[src/hw/etwd_regs.svh]
/*
 * Register offsets, field positions, reset values and timing constants of the timer and watchdog block.
 * Assumes inclusion by bare name from the design module and the checker.
 */
`ifndef ETWD_REGS_SVH
`define ETWD_REGS_SVH

// ----------------------------------------
// Register offsets
// ----------------------------------------
`define OFF_CONFIG        8'h01
`define OFF_PRESCALE      8'h02
`define OFF_TCOUNT_HIGH   8'h03
`define OFF_TCOUNT_LOW    8'h04
`define OFF_CONTROL       8'h05
`define OFF_WCOUNT_LOW    8'h06
`define OFF_WKEY          8'h07
`define OFF_SCRATCH       8'h08
`define OFF_WCOUNT_HIGH   8'h09
`define OFF_VERSION       8'h10

// ----------------------------------------
// Field positions
// ----------------------------------------
`define CFG_LOCK_CONFIG   0
`define CFG_LOCK_PRESCALE 1
`define CFG_LOCK_TIMER    2
`define CFG_LOCK_WDOG     3
`define CFG_CLOCK_SELECT  4
`define CFG_KEY_ENABLE    5
`define CFG_PAUSE         6
`define CTRL_RESTART      0

// ----------------------------------------
// Reset values and constants
// ----------------------------------------
`define CONFIG_RESET      8'h00
`define PRESCALE_RESET    2'h0
`define TCOUNT_RESET      8'hFF
`define WCOUNT_RESET      8'hFF
`define WDOG_KEY          8'h5C
`define PS_32K            2'h0
`define PS_1K             2'h1
`define PS_32HZ           2'h2

// Base tick rate and its divisors for the slower prescaler settings.
`define RTC_HZ            32768
`define DIV_1K            32
`define DIV_32HZ          1024

`endif

[src/hw/etwd_pkg.sv]
/*
 * Types shared by the timer and watchdog block.
 * Assumes the register header is on the include path.
 */
package etwd_pkg;

	typedef struct packed {
		logic       write;
		logic       read;
		logic [7:0] addr;
		logic [7:0] wdata;
	} reg_req_t;

	typedef enum logic [0:0] {
		WD_IDLE = 1'b0,
		WD_RUN  = 1'b1
	} wd_state_t;

endpackage

[src/hw/external_timer_watchdog.sv]
/*
 * Periodic timer with prescaler and a 16-bit count-down watchdog, reached through the controller's
 * byte register port.
 * Assumes rtc_tick is a one-cycle pulse at 32.768 kHz synchronous to ref_clk, and that register writes
 * and reads are single-cycle strobes with the address and data valid in the same cycle.
 */
`timescale 1ns/1ns
`include "etwd_regs.svh"

// Contract
// - Watchdog is a 16-bit down counter
// - Config bit 4 picks watchdog tick source
// - Idle after reset, count write starts
// - Count reaching zero asserts watchdog reset
// - Watchdog waits until timer is started
// - Count write reloads unless count locked
// - Key 5Ch restarts watchdog count
// - Config bit 5 enables key restart
// - Wrong key immediately asserts watchdog reset
// - Config bit 6 pauses during host cycles
// - Bit 3 locks watchdog count low byte writes
// - Bit 2 locks timer count writes
// - Bit 1 locks prescaler select writes
// - Bit 0 locks configuration register writes
// - Prescaler select: 32k, 1k, 32Hz
// - No prescaler output before low byte write
// - Timer starts on low byte write
// - Timer zero raises interrupt and reloads
// - Control restart bit reloads the timer
module external_timer_watchdog #(
	parameter int COUNT_WIDTH = 16,
	parameter logic [7:0] VERSION_CODE = 8'h01  // Arbitrary value.
) (
	input  wire logic              ref_clk,
	input  wire logic              reset_n,
	input  wire etwd_pkg::reg_req_t req,
	input  wire logic              rtc_tick,
	input  wire logic              host_memory_cycle,
	output logic [7:0]             rdata,
	output logic                   timer_irq,
	output logic                   watchdog_reset
);
	import etwd_pkg::*;

	// ----------------------------------------
	// State
	// ----------------------------------------
	logic [7:0]             config_reg,    next_config_reg;
	logic [1:0]             prescale,      next_prescale;
	logic [7:0]             tcount_high,   next_tcount_high;
	logic [7:0]             tcount_low,    next_tcount_low;
	logic [7:0]             wcount_high,   next_wcount_high;
	logic [7:0]             wcount_low,    next_wcount_low;
	logic [7:0]             scratch,       next_scratch;
	logic                   timer_started, next_timer_started;
	logic [9:0]             div_count,     next_div_count;
	logic [COUNT_WIDTH-1:0] timer_count,   next_timer_count;
	logic [COUNT_WIDTH-1:0] wd_count,      next_wd_count;
	wd_state_t              wd_state,      next_wd_state;
	logic [7:0]             next_rdata;
	logic                   next_timer_irq;
	logic                   next_watchdog_reset;

	logic wr_config;
	logic wr_prescale;
	logic wr_tlow;
	logic wr_thigh;
	logic wr_wlow;
	logic wr_key;
	logic timer_restart;
	logic ps_tick;
	logic timer_expire;
	logic wd_tick;
	logic wd_touch;

	// ----------------------------------------
	// Register writes
	// ----------------------------------------
	always_comb begin
		wr_config   = req.write && req.addr == `OFF_CONFIG && !config_reg[`CFG_LOCK_CONFIG];
		wr_prescale = req.write && req.addr == `OFF_PRESCALE && !config_reg[`CFG_LOCK_PRESCALE];
		wr_thigh    = req.write && req.addr == `OFF_TCOUNT_HIGH && !config_reg[`CFG_LOCK_TIMER];
		wr_tlow     = req.write && req.addr == `OFF_TCOUNT_LOW && !config_reg[`CFG_LOCK_TIMER];
		wr_wlow     = req.write && req.addr == `OFF_WCOUNT_LOW && !config_reg[`CFG_LOCK_WDOG];
		wr_key      = req.write && req.addr == `OFF_WKEY;
		timer_restart = req.write && req.addr == `OFF_CONTROL && req.wdata[`CTRL_RESTART];

		next_config_reg  = config_reg;
		next_prescale    = prescale;
		next_tcount_high = tcount_high;
		next_tcount_low  = tcount_low;
		next_wcount_high = wcount_high;
		next_wcount_low  = wcount_low;
		next_scratch     = scratch;
		if (wr_config) begin
			next_config_reg = {1'b0, req.wdata[6:4], req.wdata[3:0] | config_reg[3:0]};
		end
		if (wr_prescale) begin
			next_prescale = req.wdata[1:0];
		end
		if (wr_thigh) begin
			next_tcount_high = req.wdata;
		end
		if (wr_tlow) begin
			next_tcount_low = req.wdata;
		end
		// The high byte has no lock of its own; it takes effect on the next low byte write or key restart.
		if (req.write && req.addr == `OFF_WCOUNT_HIGH) begin
			next_wcount_high = req.wdata;
		end
		if (wr_wlow) begin
			next_wcount_low = req.wdata;
		end
		if (req.write && req.addr == `OFF_SCRATCH) begin
			next_scratch = req.wdata;
		end
	end

	// ----------------------------------------
	// Prescaler and periodic timer
	// ----------------------------------------
	// The divider is cleared only on a start or on a wrap. A prescaler change while the timer runs
	// therefore applies from the next tick, but its first period counts on from the divider's current value.
	always_comb begin
		next_timer_started = timer_started;
		next_div_count     = div_count;
		next_timer_count   = timer_count;
		ps_tick            = 1'b0;
		if (timer_started && rtc_tick) begin
			case (prescale)
				`PS_32K: begin
					ps_tick = 1'b1;
				end
				`PS_1K: begin
					ps_tick = div_count[4:0] == 5'(`DIV_1K - 1);
				end
				`PS_32HZ: begin
					ps_tick = div_count == 10'(`DIV_32HZ - 1);
				end
				default: begin
					ps_tick = 1'b0;
				end
			endcase
			next_div_count = ps_tick ? 10'h000 : div_count + 10'h001;
		end
		timer_expire = timer_started && ps_tick && timer_count == '0;
		if (wr_tlow) begin
			next_timer_started = 1'b1;
			next_timer_count   = COUNT_WIDTH'({tcount_high, req.wdata});
			next_div_count     = 10'h000;
		end else if (timer_restart && timer_started) begin
			next_timer_count = COUNT_WIDTH'({tcount_high, tcount_low});
		end else if (timer_expire) begin
			next_timer_count = COUNT_WIDTH'({tcount_high, tcount_low});
		end else if (timer_started && ps_tick) begin
			next_timer_count = timer_count - COUNT_WIDTH'(1);
		end
		next_timer_irq = timer_expire;
	end

	// ----------------------------------------
	// Watchdog
	// ----------------------------------------
	always_comb begin
		wd_tick = config_reg[`CFG_CLOCK_SELECT] ? ps_tick : timer_expire;
		if (config_reg[`CFG_PAUSE] && host_memory_cycle) begin
			wd_tick = 1'b0;
		end
		wd_touch = wr_key && req.wdata == `WDOG_KEY && config_reg[`CFG_KEY_ENABLE];

		next_wd_state       = wd_state;
		next_wd_count       = wd_count;
		next_watchdog_reset = watchdog_reset;
		// A count written while the timer is still stopped parks the watchdog in the running state with
		// its count held, so it cannot fire before the timer has started. A count of zero never fires.
		case (wd_state)
			WD_IDLE: begin
				if (wr_wlow) begin
					next_wd_state = WD_RUN;
					next_wd_count = COUNT_WIDTH'({wcount_high, req.wdata});
				end
			end
			WD_RUN: begin
				if (wr_wlow) begin
					next_wd_count = COUNT_WIDTH'({wcount_high, req.wdata});
				end else if (wd_touch) begin
					next_wd_count = COUNT_WIDTH'({wcount_high, wcount_low});
				end else if (timer_started && wd_tick && wd_count != '0) begin
					next_wd_count = wd_count - COUNT_WIDTH'(1);
				end
				if (timer_started && wd_tick && wd_count == COUNT_WIDTH'(1) && !wr_wlow && !wd_touch) begin
					next_watchdog_reset = 1'b1;
				end
			end
			default: begin
				next_wd_state = WD_IDLE;
			end
		endcase
		if (wr_key && req.wdata != `WDOG_KEY) begin
			next_watchdog_reset = 1'b1;
		end
	end

	// ----------------------------------------
	// Read data
	// ----------------------------------------
	always_comb begin
		next_rdata = 8'h00;
		if (req.read) begin
			case (req.addr)
				`OFF_CONFIG:      next_rdata = config_reg;
				`OFF_PRESCALE:    next_rdata = {6'h00, prescale};
				`OFF_TCOUNT_HIGH: next_rdata = tcount_high;
				`OFF_TCOUNT_LOW:  next_rdata = tcount_low;
				`OFF_WCOUNT_LOW:  next_rdata = wcount_low;
				`OFF_WCOUNT_HIGH: next_rdata = wcount_high;
				`OFF_SCRATCH:     next_rdata = scratch;
				`OFF_VERSION:     next_rdata = VERSION_CODE;
				// Control and key are write-only strobes; reading them back must not hint at the key.
				`OFF_CONTROL:     next_rdata = 8'h00;
				`OFF_WKEY:        next_rdata = 8'h00;
				default:          next_rdata = 8'h00;
			endcase
		end
	end

	// ----------------------------------------
	// Registers
	// ----------------------------------------
	always_ff @(posedge ref_clk or negedge reset_n) begin
		if (!reset_n) begin
			config_reg     <= `CONFIG_RESET;
			prescale       <= `PRESCALE_RESET;
			tcount_high    <= `TCOUNT_RESET;
			tcount_low     <= `TCOUNT_RESET;
			wcount_high    <= `WCOUNT_RESET;
			wcount_low     <= `WCOUNT_RESET;
			scratch        <= 8'h00;
		end else begin
			config_reg     <= next_config_reg;
			prescale       <= next_prescale;
			tcount_high    <= next_tcount_high;
			tcount_low     <= next_tcount_low;
			wcount_high    <= next_wcount_high;
			wcount_low     <= next_wcount_low;
			scratch        <= next_scratch;
		end
	end

	always_ff @(posedge ref_clk or negedge reset_n) begin
		if (!reset_n) begin
			timer_started  <= 1'b0;
			div_count      <= 10'h000;
			timer_count    <= '0;
			timer_irq      <= 1'b0;
		end else begin
			timer_started  <= next_timer_started;
			div_count      <= next_div_count;
			timer_count    <= next_timer_count;
			timer_irq      <= next_timer_irq;
		end
	end

	// The watchdog reset output holds until the block's own reset, which the reset it drives is
	// expected to cause; releasing it earlier would let a half-reset controller run on.
	always_ff @(posedge ref_clk or negedge reset_n) begin
		if (!reset_n) begin
			wd_count       <= '0;
			wd_state       <= WD_IDLE;
			watchdog_reset <= 1'b0;
		end else begin
			wd_count       <= next_wd_count;
			wd_state       <= next_wd_state;
			watchdog_reset <= next_watchdog_reset;
		end
	end

	always_ff @(posedge ref_clk or negedge reset_n) begin
		if (!reset_n) begin
			rdata          <= 8'h00;
		end else begin
			rdata          <= next_rdata;
		end
	end

endmodule

[config.mk]
export PLATFORM = sky130hd
export DESIGN_NAME = external_timer_watchdog
export DESIGN_NICKNAME = d
export VERILOG_FILES = /design/src/hw/etwd_pkg.sv /design/src/hw/external_timer_watchdog.sv
export VERILOG_INCLUDE_DIRS = /design/src /design/src/hw
export SDC_FILE = /design/constraint.sdc
export NUM_CORES = 1
export LEC_CHECK = 0
export ABC_CLOCK_PERIOD_IN_PS = 4500
export BUFFER_PORTS_ARGS = -buffer_cell sky130_fd_sc_hd__buf_2
export CORE_UTILIZATION = 50
export CTS_CLUSTER_SIZE = 28
export DETAILED_ROUTE_END_ITERATION = 7
export GPL_TIMING_DRIVEN = 0
export PLACE_DENSITY = 0.65
export SETUP_SLACK_MARGIN = 0.2
export SYNTH_ARGS = -nofsm -noshare
export SYNTH_HDL_FRONTEND = slang
export SYNTH_SLANG_ARGS = --single-unit
[constraint.sdc]
create_clock -name ref_clk -period 4.5 [get_ports ref_clk]
set_clock_uncertainty 0.15 [all_clocks]
set_input_delay 0.675 -clock ref_clk [delete_from_list [all_inputs] [get_ports ref_clk]]
set_output_delay 0.675 -clock ref_clk [all_outputs]
set_load 0.02 [all_outputs]
==> results of run 1 <==
-- report_power, final --
group	internal [mW]	switching (mW)
registers	1.01	0.0950
logic	0.167	0.229
clock network	0.427	0.347
-- layer usage --
layer / track usage / vias to the layer above / routed length (um)
li1: - / 2311 / -
met1: 0.4072 / 2442 / 7370
met2: 0.4178 / 215 / 6788
met3: 0.09603 / 23 / 1325
met4: 0.08571 / 2 / 299
met5: 0 / - / 13
-- how the worst max path moves through the flow --
stage / from / to / slack, ns
floorplan: req[13] / wd_count[4] / 1.59
global placement: req[2] / wd_count[4] / 0.89
detailed placement: req[3] / wd_count[5] / 0.88
CTS: div_count[0] / div_count[9] / 1.19
global route: div_count[0] / div_count[9] / 0.95
finish: req[3] / wd_count[5] / 1.13
-- cell families (layout without fill, tap and decap cells) --
kind of cell / count (synthesis) / in the layout / share of synthesized area
AND/OR/NAND/NOR: 243 / 243 / 0.2194
AO/OA/AOI/OAI: 144 / 144 / 0.1765
flip-flops: 103 / 103 / 0.4536
buffers and inverters: 55 / 94 / 0.03968
multiplexers: 41 / 41 / 0.07871
XOR/XNOR: 14 / 14 / 0.02125
adder cells (fa/ha/maj): 5 / 5 / 0.01084
-- final cells by class --
cell class	count	area, um^2	area share
plain buffers	39	168.9	0.02648
repair buffers	24	145.1	0.02275
inverters	16	60.06	0.009415
clock buffers	9	225.2	0.03531
flip-flops and latches	103	2618	0.4104
multi-input cells	447	2924	0.4584
clock inverters	6	62.56	0.009808
well taps	140	175.2	0.02746
-- synth_stat cells (all sizes together) (4+ instances only) --
master    n  area share
nand2    78       0.052
dfrtp    71        0.31
nor2     45       0.030
mux2     35       0.068
clkbuf   32       0.021
dfstp    32        0.15
o21ai    27       0.025
a21oi    24       0.021
a22oi    24       0.031
nand3    22       0.019
inv      16       0.010
nand4    16       0.017
nor3     16       0.015
a31oi    12       0.013
or4      11       0.016
nor4     10       0.013
a21o      9       0.013
a221o     7       0.012
and2      7      0.0076
buf       7      0.0082
or3       7      0.0076
xnor2     7       0.011
xor2      7       0.011
mux2i     6       0.010
a211oi    5      0.0065
ha        5       0.011
nand2b    5      0.0054
a2bb2oi   4      0.0061
a311oi    4      0.0061
and3      4      0.0043
nor3b     4      0.0052
o22ai     4      0.0043
-- through the flow --
stage               hold WS [ns]  power (mW)
floorplan                 0.2294       1.378
global placement          0.3144       1.501
detailed placement        0.3140       1.514
CTS                       0.1776       2.293
global route              0.1976       2.393
finish                    0.1606       2.279
==> results.yml, run 1 <==
worst_hold_path:
  hp-class: "primary input to async pin"
drt:
  drtAntennaViolNets: 0
  wl_per_cell_um: 20.15
  drt_iter0_drc: 572
  via_count: 4993
  first_pass_iters: 5
  drc: 0
  avgViaCountPerCell: 6.369
  routed_wl_um: 15800
clock_network:
  clkTransAtPathRegs_ns: 0.06
  cts_resized: 0
  root_buffer: "clkbuf_16"
  clock_latency_ns: 0.36
  cts_hold_buf: 0
  cts_setup_buffers: 0
  cts_buffers: 9
  clockBufferDepth: 2
  cts_sinks: 103
  htree_levels: 3
  cts_tree: "built"
placement:
  place_area_mm2: 0.006091
  dp.cells: 769
  io_buffer_count: 23
  post-dp-hpwl_um: 11740
  globalplace.congestion: 0.9202
  dp_slack_ns: 0.8765
synthesis:
  yosysUniqueCellTypes: 72
  seq_area_frac_synth: 0.4536
  synthesis.area_mm2: 0.005771
  ys_ff_latch: 103
  yosys_most_used_dff: "dfrtp_1"
  yosys_warnings: 0
  syn_inst: 605
  synth-async-reset-ratio: 1.000
  synth_edf_count: 0
  avgSynthCellArea_um2: 9.538
  synth_fp_nets: 632
worst_setup_path:
  cp_slowest_cell: "nor4b_1"
  r2r_setup_slack_ns: 1.24
  r2r_start: "div_count[0]"
  crit_required_ns: 4.59
  max_stage_delay_ns: 0.88
  cp.depth: 8
  crit_fanout: 10
  crit-reg2reg-capture: "div_count[9]"
  worstRegToRegCells: 11
  crit_family: "simple AND/OR/NAND/NOR gates"
  crit_type: "primary input to flop"
  cp.buffers_inverters: 2
  crit_arrival_ns: 3.46
  startpoint_type: "primary input"
  path_cells: "clkbuf_1 -> nand4b_1 -> nor4b_1 -> and2_1 -> a21o_1 -> a21o_4 -> buf_6 -> mux2_1"
  end_kind: "flop"
timing:
  final.setup.tns_ns: 0
  drv_slew: 0
  post-route-min-period_ns: 3.370
  hold_viol: 0
  worst_slack_ns: 1.130
  rsz0062_at_grt: "no"
  fin_crit_sh: 0.7490
  slew_headroom: 0.2764
  setup_violations: 0
  fmax_ghz: 0.2967
  tightest_slew_ns: 1.076
global_route:
  grt_usage: 0.2879
  grt_first_pass_wirelength_um: 25320
  grt.overflow.total: 0
  grt_pass1_vias: 4704
  antenna_found_initial: 1
  grt_max_degree: 64
cells_and_area:
  final_cell_mix: "nand2_1, dfrtp_1, nor2_1, dfstp_2"
  fin_area_mm2: 0.006379
  fill_cells: 996
  syn_to_final_growth_pct: 10.54
  drive_gt1_frac: 0.1957
  final_common_cell: "nand2_1"
  nNetsFinal: 667
  antenna-diode-count: 0
  instances_no_fill: 784
  top_regs: "timer_count x16, wd_count x16, div_count x10"
  final_util: 0.5783
floorplanning:
  rows: 38
  die_y_um: 109.4
  fp.dieArea_mm2: 0.01197
  pin_count: 32
  initial_core_util: 0.5231
  core-area_mm2: 0.01103
  die_w_um: 109.4
power_and_ir_drop:
  vdd_drop_max_mv: 0.3327
  p_leak_nw: 2.819
  powerDensity_mw_per_mm2: 357.3
job:
  maxCapViolations: 0
run_status:
  status: "completed"
Power figures use the tool's default switching activity.
==> run 2: changes to the inputs <==
Settings changed: ABC_CLOCK_PERIOD_IN_PS 4500 to 3300.
Clock period 4.5 ns to 3.3 ns, I/O delays scaled along.
==> results.yml, run 2 (synthesized netlist as in run 1, its figures left out) <==
floorplanning:
  pin_count: 32
  die_w_um: 109.4
  die_y_um: 109.4
  rows: 38
  initial_core_util: 0.5231
  fp.dieArea_mm2: 0.01197
  core-area_mm2: 0.01103
clock_network:
  clkTransAtPathRegs_ns: 0.07
  clock_latency_ns: 0.36
  cts_tree: "built"
  cts_sinks: 103
  clockBufferDepth: 2
  htree_levels: 3
  root_buffer: "clkbuf_16"
  cts_buffers: 9
global_route:
  antenna_found_initial: 1
  grt_usage: 0.2878
  grt.overflow.total: 0
  met3_usage: 0.09603
  grt_use_met2: 0.4178
  grt_first_pass_wirelength_um: 25300
  grt.busiest_layer: "met2"
  grt_max_degree: 64
  met1_usage: 0.4068
  grt_pass1_vias: 4710
cells_and_area:
  final_util: 0.5838
  nNetsFinal: 669
  final_common_cell: "nand2_1"
  antenna-diode-count: 0
  top_regs: "timer_count x16, wd_count x16, div_count x10"
  fill_cells: 988
  syn_to_final_growth_pct: 11.60
  drive_gt1_frac: 0.2090
  final_cell_mix: "nand2_1, dfrtp_1, nor2_1, dfstp_2, mux2_2"
timing:
  setup_violations: 0
  fmax_ghz: 0.3310
  hold_viol: 0
  drv_slew: 0
  whs_ns: 0.2649
  slew_headroom: 0.3637
  final.setup.tns_ns: 0
  fin_crit_sh: 0.9156
  post-route-min-period_ns: 3.022
  tightest_slew_ns: 0.9466
  rsz0062_at_grt: "no"
power_and_ir_drop:
  totalPowerFinal_mw: 3.131
  p_leak_nw: 2.852
  vdd_drop_max_mv: 0.4556
  powerDensity_mw_per_mm2: 486.1
job:
  maxCapViolations: 0
drt:
  drt_iter0_drc: 515
  wl_per_cell_um: 20.19
  avgViaCountPerCell: 6.314
  via_count: 4963
  routed_wl_um: 15870
  first_pass_iters: 5
  drtAntennaViolNets: 0
  drc: 0
worst_hold_path:
  hp-class: "primary input to flop"
worst_setup_path:
  crit-reg2reg-capture: "wd_count[5]"
  worstRegToRegCells: 8
  crit_required_ns: 3.39
  r2r_setup_slack_ns: 0.28
  crit_end: "wd_count[5]"
  crit_fanout: 10
  startpoint_type: "flop"
  end_kind: "flop"
  r2r_start: "timer_count[4]"
  crit_type: "flop to flop"
  crit_arrival_ns: 3.11
  crit_path_start: "timer_count[4]"
placement:
  io_buffer_count: 23
  post-dp-hpwl_um: 11740
  globalplace.congestion: 0.9202
run_status:
  status: "completed"
## run 2: routing by layer
| layer | share of wire | vias to the layer above |
|---|---|---|
| met4 | 0.018 | 2 |
| li1 | - | 2312 |
| met1 | 0.47 | 2455 |
| met5 | 0.00082 | - |
| met2 | 0.43 | 175 |
| met3 | 0.074 | 19 |
## run 2: area by class of cell
type,instances,area [um^2],share of cell area
clock buffers,9,225.2,0.03497
multi-input cells,447,2963,0.4601
repair buffers,26,162.7,0.02526
plain buffers,39,173.9,0.02701
clock inverters,6,62.56,0.009714
inverters,16,60.06,0.009326
well taps,140,175.2,0.02720
flip-flops and latches,103,2618,0.4065
## run 2: worst min path at each step
stage	start	end	slack [ns]	cells after the start
final	req[5]	wcount_low[5]	0.26	3
after global routing	req[5]	wcount_low[5]	0.30	3
after CTS	req[5]	wcount_low[5]	0.26	3
after detailed placement	wcount_low[7]	wcount_low[7]	0.31	2
after global placement	wcount_low[7]	wcount_low[7]	0.31	2
after floorplan	reset_n	config_reg[0]	0.05	0
## run 2: through the flow
stage	setup slack [ns]	std cells	instance area [um^2]
2_1_floorplan	0.4932	605	5771
4_1_cts	0.2117	785	6405
5_1_grt	0.1900	786	6440
3_3_place_gp	-0.1296	768	6061
6_report	0.2784	786	6440
3_5_place_dp	-0.1435	769	6091
## run 2: critical path, stage by stage (launching register included)
cell      delay [ns]
dfrtp_1         0.42
or4_4           0.57
or4_1           0.47
clkbuf_4        0.19
o21bai_4        0.18
and4_4          0.28
a21o_4          0.15
buf_6           0.15
mux2_1          0.33
## run 2: timing repair
| item | 4_1_cts | 5_1_grt |
|---|---|---|
| buffers inserted | 0 | 1 |
| hold buffers | 1 | 0 |
| endpoints found under the setup margin | 18 | 17 |
| endpoints found under the hold margin | 9 | 0 |
| gates resized for setup | 4 | 8 |
| gates cloned | 0 | 0 |
| pin swaps | 0 | 2 |
## run 2: report_power, final
group,switching (mW),internal (mW)
Combinational,0.318,0.242
Sequential,0.131,1.38
Clock,0.475,0.582
Total,0.924,2.21
==> run 3: changes to the inputs <==
Settings changed: ABC_AREA from default to 1.
==> results.yml, run 3 <==
worst_setup_path:
  end_kind: "flop"
  crit_fanout: 10
  crit_type: "flop to flop"
  startpoint_type: "flop"
  crit_required_ns: 3.40
  crit_arrival_ns: 2.73
synthesis:
  yosys.area.top_type_share: 0.2893
  synth_edf_count: 0
  synth_fp_nets: 874
  yosysUniqueCellTypes: 42
  synthesis.area_mm2: 0.006142
  synth-async-reset-ratio: 1.000
  seq_area_frac_synth: 0.4262
  avgSynthCellArea_um2: 7.252
  yosys_most_used_dff: "dfrtp_1"
  synthTopCellsByArea: "dfrtp_1, nand2_1, dfstp_2, nor2_1, inv_1"
  synth_commonest_cells: "nand2_1, nor2_1, inv_1"
  yosys_warnings: 0
  yosysMostFrequentCell: "nand2_1"
  ys_ff_latch: 103
  yosysTopAreaCell: "dfrtp_1"
  syn_inst: 847
timing:
  fmax_ghz: 0.3801
  rsz0062_at_grt: "no"
  drv_slew: 0
  slew_headroom: 0.5052
  hold_viol: 0
  setup_violations: 0
  post-route-min-period_ns: 2.631
  whs_ns: 0.03216
  final.setup.tns_ns: 0
  tightest_slew_ns: 0.7422
  fin_crit_sh: 0.7973
drt:
  drt_iter0_drc: 469
  first_pass_iters: 6
  drtAntennaViolNets: 0
  drc: 0
  routed_wl_um: 17120
  via_count: 5692
  wl_per_cell_um: 16.43
  avgViaCountPerCell: 5.463
power_and_ir_drop:
  p_leak_nw: 3.405
  seq_power_share: 0.505
  cell_internal_pwr_mw: 1.883
  powerDensity_mw_per_mm2: 379.1
  vdd_drop_max_mv: 0.2588
  switching_share: 0.2702
  p_clk_frac: 0.420
  pwr-share-comb: 0.075
  p_switching_mw: 0.6971
cells_and_area:
  final_common_cell: "nand2_1"
  fin_area_mm2: 0.006808
  drive_gt1_frac: 0.1598
  top_regs: "timer_count x16, wd_count x16, div_count x10"
  instances_no_fill: 1042
  fill_cells: 1174
  syn_to_final_growth_pct: 10.84
  nNetsFinal: 917
  antenna-diode-count: 0
  final_cell_mix: "nand2_1, nor2_1, inv_1, dfrtp_1, nand3_1"
run_status:
  status: "completed"
clock_network:
  htree_levels: 3
  clock_latency_ns: 0.37
  cts_buffers: 9
  clkTransAtPathRegs_ns: 0.08
  cts_setup_buffers: 0
  clockBufferDepth: 2
  root_buffer: "clkbuf_16"
  cts_hold_buf: 0
  cts_sinks: 103
  cts_resized: 0
  cts_tree: "built"
floorplanning:
  fp.dieArea_mm2: 0.01273
  rows: 40
  pin_count: 32
  die_w_um: 112.8
  core-area_mm2: 0.01201
  initial_core_util: 0.5114
  die_y_um: 112.8
placement:
  place_area_mm2: 0.006511
  globalplace.congestion: 0.9071
  dp.cells: 1026
  post-dp-hpwl_um: 12900
  io_buffer_count: 31
global_route:
  grt_pass1_vias: 5515
  grt_first_pass_wirelength_um: 28140
  grt_usage: 0.2889
  grt_max_degree: 57
  grt.overflow.total: 0
  antenna_found_initial: 0
job:
  maxCapViolations: 0
worst_hold_path:
  hp-class: "primary input to async pin"
[run 3: cells by family after synthesis]
kind of cell / count (synthesis) / synth area share
xor+xnor: 14 / 0.01996
flops: 103 / 0.4262
buf+inv: 120 / 0.08596
fa+ha+maj: 5 / 0.01019
compound gates: 106 / 0.09065
simple gates: 499 / 0.3671
[run 3: critical path: stages, from the launching register on]
cell	delay (ns)
dfrtp_1	0.40
ha_1	0.19
nand2_1	0.11
nor2_2	0.14
ha_1	0.17
o21ai_0	0.14
a21oi_2	0.37
nand2_1	0.17
nand3_2	0.19
buf_4	0.20
nand2_1	0.12
nand3_1	0.08
o21ai_0	0.08
[run 3: path summary, 6_finish.rpt]
kind	from	to	slack, ns	cells past startpoint
worst max-delay path	div_count[0]	timer_count[8]	0.67	12
worst min-delay path	reset_n	div_count[6]	0.03	1
worst max register to register	div_count[0]	timer_count[8]	0.67	12
worst min register to register	config_reg[1]	config_reg[1]	0.34	2
max in group asynchronous	reset_n	wcount_high[5]	2.23	2
min in group ref_clk	req[2]	tcount_low[2]	0.23	3
[run 3: final cells by class]
type	instances	area (um^2)	share of cell area
clock inverters	7	71.32	0.01048
plain buffers	19	147.6	0.02169
inverters	101	380.4	0.05587
multi-input cells	624	2997	0.4402
clock buffers	9	225.2	0.03308
repair buffers	32	185.2	0.02720
flip-flops and latches	103	2618	0.3845
well taps	147	183.9	0.02702
[run 3: power groups by stage]
stage                     Clock (mW)  Combinational [mW]  Sequential, mW
after floorplan                    0               0.109            1.32
after global placement             0               0.187            1.33
after detailed placement           0               0.195            1.33
after CTS                       1.10               0.196            1.30
after global routing            1.15               0.218            1.31
final                           1.08               0.193            1.30
[run 3: layer usage]
layer  wire length [um]  vias to the layer above  share of wire  track usage
li1                   -                     2793              -            -
met1               7455                     2719           0.44       0.3639
met2               8437                      148           0.49       0.4901
met3                750                       32          0.044      0.05785
met4                480                        0          0.028       0.1120
met5                  0                        -              0            0
[run 3: metrics by stage]
stage / utilization / worst slack, ns / power, mW
6_report: 0.5668 / 0.6691 / 2.580
5_1_grt: 0.5668 / 0.4537 / 2.670
4_1_cts: 0.5668 / 0.6464 / 2.603
3_5_place_dp: 0.5421 / 0.6861 / 1.520
3_3_place_gp: 0.5396 / 0.4457 / 1.512
2_1_floorplan: - / 1.163 / 1.430
